**src/common/tdm_slave_pkg.sv**
```systemverilog
// Purpose: shared constants for the multiplexed command/audio slave
// Assumes: 32-bit slots, msb first, 32-bit AHB-Lite register bus
// Notes: byte offsets of the bus registers and field positions of a slot
package tdm_slave_pkg;
    localparam int ADDR_W = 32;
    localparam int DATA_W = 32;
    localparam int SLOT_BITS = 32;
    localparam int SAMPLE_W = 24;
    // bus register byte offsets
    localparam logic [9:0] STATUS_OFFSET = 10'h000;
    localparam logic [9:0] LEFT_OFFSET = 10'h004;
    localparam logic [9:0] RIGHT_OFFSET = 10'h008;
    localparam logic [9:0] LAST_CMD_OFFSET = 10'h00c;
    localparam int REGFILE_SEL_BIT = 9;
    // command field positions
    localparam int ID_ASSIGN_BIT = 31;
    localparam int EXT_BIT = 30;
    localparam int CHAIN_SEL_BIT = 29;
    localparam int ID_HI = 28;
    localparam int ID_LO = 24;
    localparam int RW_BIT = 23;
    localparam int REG_HI = 22;
    localparam int REG_LO = 16;
    localparam int DATA_HI = 15;
    localparam int DATA_LO = 8;
    // device identifiers
    localparam logic [4:0] ID_NONE = 5'h00;
    localparam logic [4:0] ID_FIRST = 5'h01;
    localparam logic [4:0] ID_BROADCAST = 5'h1f;
    localparam logic [4:0] ID_RESET = 5'h00;
    // command-space registers
    localparam logic [6:0] REG_CHANNEL_CTRL = 7'h13;
    localparam logic [6:0] REG_DEVICE_ID = 7'h17;
    localparam int OUTPUT_DISABLE_POS = 0;
    localparam logic [7:0] REG_RESET = 8'h00;
    // frame format detection
    localparam logic [1:0] SYNC_PULSE_BITS = 2'h2;
    localparam logic [1:0] FRAMES_TO_ENTER = 2'h2;
    // read output timing, in slot bit positions
    localparam logic [4:0] HDR_DONE_POS = 5'h08;
    localparam logic [4:0] OE_LEAD_POS = 5'h0e;
    localparam logic [4:0] RD_LOAD_POS = 5'h0f;
    localparam logic [4:0] RD_END_POS = 5'h17;
    localparam logic [4:0] SLOT_LAST_POS = 5'h1f;
    // status fields
    localparam int ST_MODE_POS = 0;
    localparam int ST_IDV_POS = 1;
    localparam int ST_ACTIVE_POS = 2;
    localparam int ST_ID_LO = 8;
endpackage

```
**src/logic/tdm_command_audio_slave.sv**
```systemverilog
// Purpose: receiver of a multiplexed command and audio serial frame, with daisy chain
// Assumes: link pins are asynchronous; bit clock well below clock_i / 4
// Notes: command-space registers also reachable over AHB-Lite
// How it works
// - five-bit identifier is taken from command bits 28 to 24
// - identifiers follow chain order starting at one
// - a device whose chain input is held high becomes identifier one
// - identifier 0x1f write reaches every device as broadcast
// - identifier zero selects no device
// - command bit 23 high means read, low means write
// - register number is command bits 22 to 16
// - write value is command bits 15 to 8
// - lowest command byte is never driven during a read
// - extended command decodes alike, its bit 31 ignored
// - audio slots are 32 bits msb first, sample in top 24 bits
// - register 23 holds identifier; register 19 flag disables the channels
// - addressed read returns register data in the same command slot
// - input sampled on rising bit clock, output changed on falling
// - data output enabled one bit period before read data
// - chain output high during own last audio channel
// - chain input high means next audio slot is ours
// - device with inactive channels passes chain input to chain output, except after slot 0 of an identifier frame
// - bit 31 set makes the frame identifier assignment only
// - bit 30 set adds an extended slot and removes audio
// - a two-bit frame sync pulse marks the multiplexed format
// - mode entered after two such frames, commands from the next
`timescale 1ns/1ps
module tdm_command_audio_slave
(
    input wire logic clock_i,
    input wire logic arst_n_i,
    input wire logic bit_clock_i,
    input wire logic frame_sync_i,
    input wire logic frame_data_in_i,
    input wire logic chain_in_i,
    output logic data_out_o,
    output logic data_out_oe_o,
    output logic chain_out_o,
    output logic tdm_mode_o,
    output logic [tdm_slave_pkg::SAMPLE_W-1:0] sample_left_o,
    output logic [tdm_slave_pkg::SAMPLE_W-1:0] sample_right_o,
    input wire logic hsel_i,
    input wire logic [tdm_slave_pkg::ADDR_W-1:0] haddr_i,
    input wire logic [1:0] htrans_i,
    input wire logic hwrite_i,
    input wire logic [2:0] hsize_i,
    input wire logic [tdm_slave_pkg::DATA_W-1:0] hwdata_i,
    input wire logic hready_i,
    output logic [tdm_slave_pkg::DATA_W-1:0] hrdata_o,
    output logic hreadyout_o,
    output logic hresp_o
);
    import tdm_slave_pkg::*;

    typedef struct packed {
        logic bclk_s1;
        logic bclk_s2;
        logic bclk_d;
        logic fs_s1;
        logic fs_s2;
        logic fs_prev;
        logic din_s1;
        logic din_s2;
        logic cin_s1;
        logic cin_s2;
        logic [1:0] fs_len;
        logic [1:0] frames;
        logic tdm_mode;
        logic cmd_ok;
        logic [4:0] bit_cnt;
        logic [5:0] slot;
        logic [SLOT_BITS-1:0] shift;
        logic ext_next;
        logic no_audio;
        logic own;
        logic ch;
        logic served;
        logic rd_mine;
        logic rd_on;
        logic [7:0] rd_sh;
        logic dout;
        logic doe;
        logic chain_out;
        logic [4:0] dev_id;
        logic id_valid;
        logic id_frame;
        logic id_seen;
        logic id_drive;
        logic [SAMPLE_W-1:0] left;
        logic [SAMPLE_W-1:0] right;
        logic [SLOT_BITS-1:0] last_cmd;
        logic [127:0][7:0] regs;
        logic a_act;
        logic a_wr;
        logic [9:0] a_addr;
        logic rd_pend;
        logic [DATA_W-1:0] hrdata;
    } state_t;

    state_t r_reg;
    state_t r_next;

    logic rise;
    logic fall;
    logic frame_start;
    logic fs_fall;
    logic [4:0] pos;
    logic [SLOT_BITS-1:0] word_w;
    logic slot0;
    logic cmd_slot;
    logic active;
    logic slot_end;
    logic id_now;
    logic tdm_wr;
    logic [6:0] w_idx;
    logic [7:0] w_data;
    logic [4:0] w_id;

    // addressed check shared by the command and extended command slots
    function automatic logic hits(input logic [SLOT_BITS-1:0] w, input logic first,
                                  input logic [4:0] id, input logic idv);
        logic [4:0] t;
        t = w[ID_HI:ID_LO];
        hits = !(first && w[ID_ASSIGN_BIT]) && !w[CHAIN_SEL_BIT] && (t != ID_NONE)
            && ((idv && (t == id)) || ((t == ID_BROADCAST) && !w[RW_BIT]));
    endfunction

    function automatic logic [7:0] reg_value(input state_t s, input logic [6:0] idx);
        reg_value = (idx == REG_DEVICE_ID) ? {3'h0, s.dev_id} : s.regs[idx];
    endfunction

    assign rise = r_reg.bclk_s2 & ~r_reg.bclk_d;
    assign fall = ~r_reg.bclk_s2 & r_reg.bclk_d;
    assign frame_start = rise & r_reg.fs_s2 & ~r_reg.fs_prev;
    assign fs_fall = rise & ~r_reg.fs_s2 & r_reg.fs_prev;
    assign pos = frame_start ? 5'h00 : r_reg.bit_cnt;
    assign word_w = frame_start ? {31'h0, r_reg.din_s2} : {r_reg.shift[30:0], r_reg.din_s2};
    assign slot0 = (r_reg.slot == 6'h00) && !frame_start;
    assign cmd_slot = slot0 || r_reg.ext_next;
    assign active = !r_reg.regs[REG_CHANNEL_CTRL][OUTPUT_DISABLE_POS];
    assign slot_end = rise && !frame_start && (pos == SLOT_LAST_POS);
    assign w_idx = word_w[REG_HI:REG_LO];
    assign w_data = word_w[DATA_HI:DATA_LO];
    assign w_id = word_w[ID_HI:ID_LO];
    assign id_now = r_reg.id_frame || (slot0 && r_reg.cmd_ok && word_w[ID_ASSIGN_BIT]);
    // write from a command slot; bit 31 only counts in the first slot
    assign tdm_wr = slot_end && cmd_slot && r_reg.cmd_ok && !word_w[RW_BIT]
        && hits(word_w, slot0, r_reg.dev_id, r_reg.id_valid)
        && (w_idx != REG_DEVICE_ID);

    always_comb
    begin
        r_next = r_reg;
        r_next.bclk_s1 = bit_clock_i;
        r_next.bclk_s2 = r_reg.bclk_s1;
        r_next.bclk_d = r_reg.bclk_s2;
        r_next.fs_s1 = frame_sync_i;
        r_next.fs_s2 = r_reg.fs_s1;
        r_next.din_s1 = frame_data_in_i;
        r_next.din_s2 = r_reg.din_s1;
        r_next.cin_s1 = chain_in_i;
        r_next.cin_s2 = r_reg.cin_s1;
        if (rise)
        begin
            r_next.fs_prev = r_reg.fs_s2;
            r_next.shift = word_w;
            r_next.bit_cnt = pos + 5'h01;
            if (frame_start)
            begin
                r_next.fs_len = 2'h1;
                r_next.slot = 6'h00;
                r_next.cmd_ok = r_reg.tdm_mode;
                r_next.ext_next = 1'b0;
                r_next.no_audio = 1'b0;
                r_next.own = 1'b0;
                r_next.ch = 1'b0;
                r_next.served = 1'b0;
                r_next.rd_mine = 1'b0;
                r_next.rd_on = 1'b0;
                r_next.id_frame = 1'b0;
                r_next.id_seen = 1'b0;
                r_next.id_drive = 1'b0;
            end
            else if (r_reg.fs_s2 && (r_reg.fs_len != 2'h3))
            begin
                r_next.fs_len = r_reg.fs_len + 2'h1;
                if (r_reg.fs_len == SYNC_PULSE_BITS)
                    r_next.cmd_ok = 1'b0;
            end
            if (fs_fall)
            begin
                if (r_reg.fs_len == SYNC_PULSE_BITS)
                begin
                    r_next.frames = (r_reg.frames == FRAMES_TO_ENTER) ? r_reg.frames
                        : r_reg.frames + 2'h1;
                    r_next.tdm_mode = (r_next.frames == FRAMES_TO_ENTER);
                end
                else
                begin
                    r_next.frames = 2'h0;
                    r_next.tdm_mode = 1'b0;
                    r_next.cmd_ok = 1'b0;
                end
            end
            if (!frame_start && (pos == HDR_DONE_POS))
            begin
                r_next.rd_mine = cmd_slot && r_reg.cmd_ok && word_w[0]
                    && hits({word_w[8:0], 23'h0}, slot0, r_reg.dev_id,
                            r_reg.id_valid);
            end
            if (!frame_start && (pos == OE_LEAD_POS))
            begin
                r_next.rd_on = r_reg.rd_mine;
                r_next.rd_sh = 8'h00;
            end
            if (!frame_start && (pos == RD_LOAD_POS) && r_reg.rd_on)
                r_next.rd_sh = reg_value(r_reg, word_w[6:0]);
            if (!frame_start && (pos == RD_END_POS))
                r_next.rd_on = 1'b0;
            if (slot_end)
            begin
                r_next.slot = r_reg.slot + 6'h01;
                r_next.ext_next = 1'b0;
                r_next.id_drive = 1'b0;
                if (cmd_slot)
                begin
                    if (r_reg.cmd_ok && !(slot0 && word_w[ID_ASSIGN_BIT]))
                    begin
                        r_next.ext_next = word_w[EXT_BIT];
                        r_next.no_audio = r_reg.no_audio | word_w[EXT_BIT];
                        if (hits(word_w, slot0, r_reg.dev_id, r_reg.id_valid))
                            r_next.last_cmd = word_w;
                    end
                    if (slot0 && r_reg.cmd_ok && word_w[ID_ASSIGN_BIT])
                        r_next.id_frame = 1'b1;
                    if (tdm_wr)
                        r_next.regs[w_idx] = w_data;
                end
                else if (!r_reg.no_audio && !r_reg.id_frame && r_reg.own)
                begin
                    if (!r_reg.ch)
                    begin
                        r_next.left = word_w[SLOT_BITS-1 -: SAMPLE_W];
                        r_next.ch = 1'b1;
                    end
                    else
                    begin
                        r_next.right = word_w[SLOT_BITS-1 -: SAMPLE_W];
                        r_next.own = 1'b0;
                    end
                end
                if (id_now && r_reg.cin_s2 && !r_reg.id_seen)
                begin
                    r_next.dev_id = r_reg.slot[4:0] + 5'h01;
                    r_next.id_valid = 1'b1;
                    r_next.id_seen = 1'b1;
                    r_next.id_drive = 1'b1;
                end
                if (!id_now && active && !r_reg.served && !r_reg.own && r_reg.cin_s2
                    && !r_next.no_audio && !r_next.ext_next)
                begin
                    r_next.own = 1'b1;
                    r_next.ch = 1'b0;
                    r_next.served = 1'b1;
                end
            end
        end
        if (fall)
        begin
            r_next.doe = r_reg.rd_on;
            r_next.dout = r_reg.rd_on & r_reg.rd_sh[7];
            if (r_reg.rd_on)
                r_next.rd_sh = {r_reg.rd_sh[6:0], 1'b0};
            if (r_reg.id_frame)
            begin
                r_next.chain_out = r_reg.id_drive;
            end
            else if (active)
            begin
                r_next.chain_out = r_reg.own & r_reg.ch;
            end
            else
            begin
                r_next.chain_out = r_reg.cin_s2;
            end
        end
        // bus data phase: a link write in the same cycle wins
        if (r_reg.a_act && r_reg.a_wr && r_reg.a_addr[REGFILE_SEL_BIT] && !tdm_wr
            && (r_reg.a_addr[8:2] != REG_DEVICE_ID))
        begin
            r_next.regs[r_reg.a_addr[8:2]] = hwdata_i[7:0];
        end
        if (r_reg.rd_pend)
        begin
            r_next.rd_pend = 1'b0;
            r_next.hrdata = '0;
            if (r_reg.a_addr[REGFILE_SEL_BIT])
            begin
                r_next.hrdata[7:0] = reg_value(r_reg, r_reg.a_addr[8:2]);
            end
            else
            begin
                unique case ({r_reg.a_addr[9:2], 2'h0})
                    STATUS_OFFSET:
                    begin
                        r_next.hrdata[ST_MODE_POS] = r_reg.tdm_mode;
                        r_next.hrdata[ST_IDV_POS] = r_reg.id_valid;
                        r_next.hrdata[ST_ACTIVE_POS] = active;
                        r_next.hrdata[ST_ID_LO +: 5] = r_reg.dev_id;
                    end
                    LEFT_OFFSET: r_next.hrdata[SAMPLE_W-1:0] = r_reg.left;
                    RIGHT_OFFSET: r_next.hrdata[SAMPLE_W-1:0] = r_reg.right;
                    LAST_CMD_OFFSET: r_next.hrdata = r_reg.last_cmd;
                    default: r_next.hrdata = '0;
                endcase
            end
        end
        r_next.a_act = hsel_i && hready_i && htrans_i[1];
        if (r_next.a_act)
        begin
            r_next.a_wr = hwrite_i;
            r_next.a_addr = haddr_i[9:0];
            r_next.rd_pend = !hwrite_i;
        end
    end

    always_ff @(posedge clock_i or negedge arst_n_i)
    begin
        if (!arst_n_i)
        begin
            r_reg <= '0;
            r_reg.dev_id <= ID_RESET;
            r_reg.regs <= {128{REG_RESET}};
        end
        else
        begin
            r_reg <= r_next;
        end
    end

    assign data_out_o = r_reg.dout;
    assign data_out_oe_o = r_reg.doe;
    assign chain_out_o = r_reg.chain_out;
    assign tdm_mode_o = r_reg.tdm_mode;
    assign sample_left_o = r_reg.left;
    assign sample_right_o = r_reg.right;
    assign hrdata_o = r_reg.hrdata;
    assign hreadyout_o = !r_reg.rd_pend;
    assign hresp_o = 1'b0;
endmodule

```
**config.mk**
```make
export PLATFORM = sky130hd
export DESIGN_NAME = tdm_command_audio_slave
export DESIGN_NICKNAME = d
export VERILOG_FILES = /design/src/common/tdm_slave_pkg.sv /design/src/logic/tdm_command_audio_slave.sv
export SDC_FILE = /design/constraint.sdc
export NUM_CORES = 2
export LEC_CHECK = 0
export BUFFER_PORTS_ARGS = -buffer_cell sky130_fd_sc_hd__buf_2
export CELL_PAD_IN_SITES_DETAIL_PLACEMENT = 0
export CELL_PAD_IN_SITES_GLOBAL_PLACEMENT = 1
export CORE_UTILIZATION = 30
export CTS_CLUSTER_SIZE = 20
export DETAILED_ROUTE_END_ITERATION = 12
export PLACE_DENSITY_LB_ADDON = 0.1
export SYNTH_ARGS = -nofsm -noshare
export SYNTH_HDL_FRONTEND = slang
export SYNTH_SLANG_ARGS = --single-unit
```
**constraint.sdc**
```tcl
create_clock -name clock_i -period 4.7 [get_ports clock_i]
set_input_delay 0.94 -clock clock_i [delete_from_list [all_inputs] [get_ports clock_i]]
set_output_delay 0.94 -clock clock_i [all_outputs]
set_load 0.005 [all_outputs]
```
==> metrics.txt <==
# TYPE chip_impl_metric gauge
chip_impl_metric{name="crit_fanout",unit=""} 46
chip_impl_info{name="cp_max_delay_cell",value="sky130_fd_sc_hd__or4_1"} 1
chip_impl_metric{name="cts-htree-levels",unit=""} 4
chip_impl_metric{name="maxCapViolCount",unit=""} 2
chip_impl_info{name="tritoncts",value="built"} 1
chip_impl_metric{name="timing.critical_path.arrival",unit="ns"} 5.09
chip_impl_metric{name="initial_utilization",unit="%"} 30.2
chip_impl_metric{name="mux_share_of_post_synthesis_cell_area",unit="%"} 23.6
chip_impl_metric{name="grt_pass1_vias",unit=""} 64100
chip_impl_metric{name="port_buffers",unit=""} 110
chip_impl_metric{name="crit_buf_inv",unit=""} 2
chip_impl_metric{name="final_cell_area",unit="mm^2"} 0.0873
chip_impl_metric{name="post_layout_nonfiller_instances",unit=""} 11300
chip_impl_metric{name="detail-route-antenna-nets",unit=""} 0
chip_impl_metric{name="core_area",unit="mm^2"} 0.246
chip_impl_metric{name="fin_worst_skew",unit="ns"} 0.0431
chip_impl_metric{name="fin_tns_setup",unit="ns"} 0
chip_impl_metric{name="p_switching",unit="mW"} 12.1
chip_impl_metric{name="ff_latch_area",unit="mm^2"} 0.0308
chip_impl_metric{name="setup_ws",unit="ns"} 0.283
chip_impl_metric{name="die_width",unit="um"} 500
chip_impl_metric{name="synth.lib_cells_used.distinct",unit=""} 88
chip_impl_metric{name="post_synth_fa_ha_maj_area_fraction",unit="%"} 0.168
chip_impl_metric{name="dp_cells",unit=""} 11000
chip_impl_metric{name="areaGrowthSynthToFinish",unit="%"} 17.5
chip_impl_metric{name="gp_congestion",unit=""} 0.966
chip_impl_metric{name="ys_seq_elements",unit=""} 1231
chip_impl_metric{name="numnets_final",unit=""} 7936
chip_impl_metric{name="timing.final.crit_share",unit="%"} 94.0
chip_impl_metric{name="report.power.total",unit="mW"} 33.6
chip_impl_metric{name="grt_usage",unit="%"} 32.5
chip_impl_metric{name="max_freq",unit="MHz"} 226
chip_impl_metric{name="synth-xor-area-share",unit="%"} 0.130
chip_impl_metric{name="cts_max_path_buffers",unit=""} 3
chip_impl_metric{name="final_util",unit="%"} 35.5
chip_impl_metric{name="yosys.area.top_type_share",unit="%"} 41.5
chip_impl_info{name="r2r-start",value="r_reg[37]"} 1
chip_impl_metric{name="grt_use_met2",unit="%"} 49.2
chip_impl_metric{name="clock-sinks",unit=""} 1231
chip_impl_info{name="critical_path.startpoint_type",value="flip-flop"} 1
chip_impl_metric{name="largest_net_degree_at_the_start_of_global_routing",unit=""} 115
chip_impl_metric{name="period_minus_slack",unit="ns"} 4.42
chip_impl_metric{name="postSynth.asyncResetShare",unit="%"} 100
chip_impl_metric{name="use_met1",unit="%"} 43.5
chip_impl_metric{name="final_max_slew_viol_count",unit=""} 10
chip_impl_metric{name="detail_route.wirelength",unit="mm"} 415
chip_impl_metric{name="drt_first_pass_iters",unit=""} 9
chip_impl_metric{name="swShare",unit="%"} 36.0
chip_impl_metric{name="clock_insertion_delay_worst_skew",unit="ns"} 0.83
chip_impl_metric{name="row_count",unit=""} 182
chip_impl_metric{name="post_synth_and_or_nand_nor_area_fraction",unit="%"} 13.3
chip_impl_info{name="worstSetupStartpoint",value="r_reg[37]"} 1
chip_impl_metric{name="dpl.hpwl",unit="mm"} 283
chip_impl_metric{name="overflow",unit=""} 0
chip_impl_info{name="ranking_of_synthesized_cells_by_area",value="sky130_fd_sc_hd__dfrtp_1, sky130_fd_sc_hd__mux2i_1, sky130_fd_sc_hd__mux4_2"} 1
chip_impl_metric{name="total_leakage_power",unit="nW"} 34.9
chip_impl_metric{name="setup.reg_to_reg.worst_slack",unit="ns"} 0.28
chip_impl_metric{name="first_iter_violations",unit=""} 8361
chip_impl_metric{name="avg_wl_per_cell",unit="um"} 36.7
chip_impl_metric{name="synth-compound-area-share",unit="%"} 16.3
chip_impl_info{name="critPathTopFamily",value="simple AND/OR/NAND/NOR gates"} 1
chip_impl_metric{name="yosysSeqAreaShare",unit="%"} 41.5
chip_impl_metric{name="synth.cell_area",unit="mm^2"} 0.0743
chip_impl_metric{name="p_per_area",unit="mW/mm^2"} 385
chip_impl_metric{name="ff2ff_path_depth",unit=""} 10
chip_impl_info{name="worstReg2RegEnd",value="hrdata_o[6]"} 1
chip_impl_metric{name="yosys_warnings",unit=""} 0
chip_impl_metric{name="finalHoldViolations",unit=""} 0
chip_impl_metric{name="placedInstanceArea",unit="mm^2"} 0.0818
chip_impl_metric{name="cts_buffers",unit=""} 161
chip_impl_metric{name="worst_path_largest_cell_delay",unit="ns"} 0.67
chip_impl_metric{name="sequentialPowerShare",unit="%"} 35.2
chip_impl_info{name="outcome",value="finished, violations left"} 1
chip_impl_metric{name="groute.layer.met3.usage",unit="%"} 7.02
chip_impl_metric{name="worst_ir_drop_vdd",unit="mV"} 0.368
chip_impl_metric{name="largest_reg_flops",unit=""} 1143
chip_impl_metric{name="place_worst_setup_slack",unit="ns"} 0.368
chip_impl_metric{name="initial_antenna_violation_count",unit=""} 25
chip_impl_metric{name="die_area",unit="mm^2"} 0.250
chip_impl_metric{name="postSynthAreaPerCell",unit="um^2"} 9.62
chip_impl_info{name="cts_root_buffer",value="sky130_fd_sc_hd__clkbuf_16"} 1
chip_impl_metric{name="intPower",unit="mW"} 21.5
chip_impl_metric{name="die_height",unit="um"} 500
chip_impl_info{name="timing.critical_path.to_type",value="flip-flop"} 1
chip_impl_metric{name="clk_pin_slew_worst_paths",unit="ns"} 0.06
chip_impl_info{name="grt_peak_use_layer",value="met2"} 1
chip_impl_metric{name="grt_pass1_wl",unit="mm"} 567
chip_impl_metric{name="fill_cells",unit=""} 24900
chip_impl_info{name="path_category_of_the_worst_min_delay_check",value="primary input to async pin"} 1
chip_impl_info{name="criticalPathCategory",value="flip-flop to flip-flop"} 1
chip_impl_info{name="dominant_combinational_cell_family_by_area_after_synthesis",value="multiplexers"} 1
chip_impl_metric{name="via_count",unit=""} 67900
chip_impl_info{name="crit_chain",value="and3b_4 -> buf_12 -> a221oi_1 -> o21ai_0 -> nand3_1 -> nand4_1 -> or4_1 -> a31oi_1 -> buf_4 -> o221ai_1"} 1
chip_impl_metric{name="worst_pin_slew",unit="ns"} 1.52
chip_impl_metric{name="synth-edff-count",unit=""} 0
chip_impl_metric{name="required",unit="ns"} 5.37
chip_impl_metric{name="drc",unit=""} 0
chip_impl_metric{name="cts_post_setup_buffers_inserted",unit=""} 0
chip_impl_metric{name="comb_power_share",unit="%"} 26.2
chip_impl_metric{name="post_cts.resized_instances",unit=""} 0
chip_impl_info{name="synth_ff_type",value="sky130_fd_sc_hd__dfrtp_1"} 1
chip_impl_metric{name="synth_cells",unit=""} 7726
chip_impl_info{name="unrepaired_setup_endpoints_after_global_routing",value="no"} 1
chip_impl_metric{name="io_pins",unit=""} 164
chip_impl_metric{name="finalSetupViolCount",unit=""} 0
chip_impl_metric{name="hold-worst-slack",unit="ns"} 0.121
chip_impl_info{name="synth_largest_area_cell",value="sky130_fd_sc_hd__dfrtp_1"} 1
chip_impl_metric{name="multiInputGateArea",unit="mm^2"} 0.0401
chip_impl_metric{name="mapped_nets",unit=""} 7814
chip_impl_metric{name="p_clk_share",unit="%"} 38.7
chip_impl_info{name="failed_checks",value="max-capacitance violations, max-slew violations"} 1
chip_impl_metric{name="drive_gt1_share",unit="%"} 19.8
chip_impl_metric{name="avgViaCountPerCell",unit=""} 6.01
chip_impl_metric{name="slew-limit-headroom",unit="%"} -1.98
chip_impl_metric{name="holdBufCountCts",unit=""} 0
cells in the mapped netlist, drive strengths merged (35+ instances only):
cell and instances:
o21ai 228, mux2 78, a221oi 122, a21oi 1079, a22o 58, nor2 1223
nand2 437, dfrtp 1231, nand4 170, mux4 263, a22oi 209, clkbuf 523
a31oi 95, mux2i 1071, nor3 48, buf 306, nand3 157, o22ai 35
power groups by stage:
stage / Sequential [mW] / Combinational [mW] / Clock [mW]
3_5_place_dp: 12.0 / 8.47 / 0
6_report: 11.8 / 8.79 / 13.0
4_1_cts: 11.8 / 8.49 / 13.2
3_3_place_gp: 11.9 / 8.46 / 0
5_1_grt: 11.8 / 8.85 / 13.6
2_1_floorplan: 11.6 / 3.87 / 0
kinds of logic after synthesis:
| group | count (synthesis) |
|---|---|
| compound gates | 2009 |
| xor+xnor | 11 |
| fa+ha+maj | 10 |
| buf+inv | 859 |
| flops | 1231 |
| mux | 1412 |
| other cells | 1 |
| simple gates | 2193 |
layout make-up:
type                            instances  share of cell area [%]
Antenna cell                           13                  0.0373
Clock buffer                          245                    5.53
Clock inverter                         43                   0.667
Inverter                               30                   0.132
Multi-Input combinational cell       5636                    45.9
Sequential cell                      1231                    35.3
Tap cell                             3312                    4.75
Timing Repair Buffer                  788                    7.67
per-layer routing:
layer	routed length (um)	part of all wire [%]	up-vias
met4	24700	6.0	22
met5	137	0.033	-
met1	174000	42	34700
li1	-	-	28600
met2	181000	44	3746
met3	35000	8.4	821
worst register-to-register path, stage by stage (launching register included):
cell and delay [ns]:
sky130_fd_sc_hd__dfrtp_4 0.64, sky130_fd_sc_hd__and3b_4 0.52, sky130_fd_sc_hd__buf_12 0.35, sky130_fd_sc_hd__a221oi_1 0.41, sky130_fd_sc_hd__o21ai_0 0.41, sky130_fd_sc_hd__nand3_1 0.35
sky130_fd_sc_hd__nand4_1 0.29, sky130_fd_sc_hd__or4_1 0.67, sky130_fd_sc_hd__a31oi_1 0.23, sky130_fd_sc_hd__buf_4 0.24, sky130_fd_sc_hd__o221ai_1 0.15
layout by cell type, fill, tap and decap left out, drive strengths merged, types with 78 or more instances in the layout:
cell type,synthesis,final
dfrtp,1231,1231
nor2,1223,1223
a21oi,1079,1079
mux2i,1071,1071
buf,306,788
nand2,437,437
mux4,263,263
clkbuf,523,245
o21ai,228,228
a22oi,209,209
nand4,170,170
nand3,157,157
a221oi,122,122
a31oi,95,95
mux2,78,78
worst max-delay path by stage:
stage / slack, ns / cells past startpoint / endpoint
after floorplan: 0.32 / 21 / r_reg[823]
after global placement: 0.44 / 14 / r_reg[500]
after detailed placement: 0.37 / 14 / r_reg[356]
after CTS: 0.35 / 14 / r_reg[499]
after global routing: 0.07 / 14 / r_reg[498]
final: 0.28 / 10 / hrdata_o[6]
(Power assumes the default switching activity.)
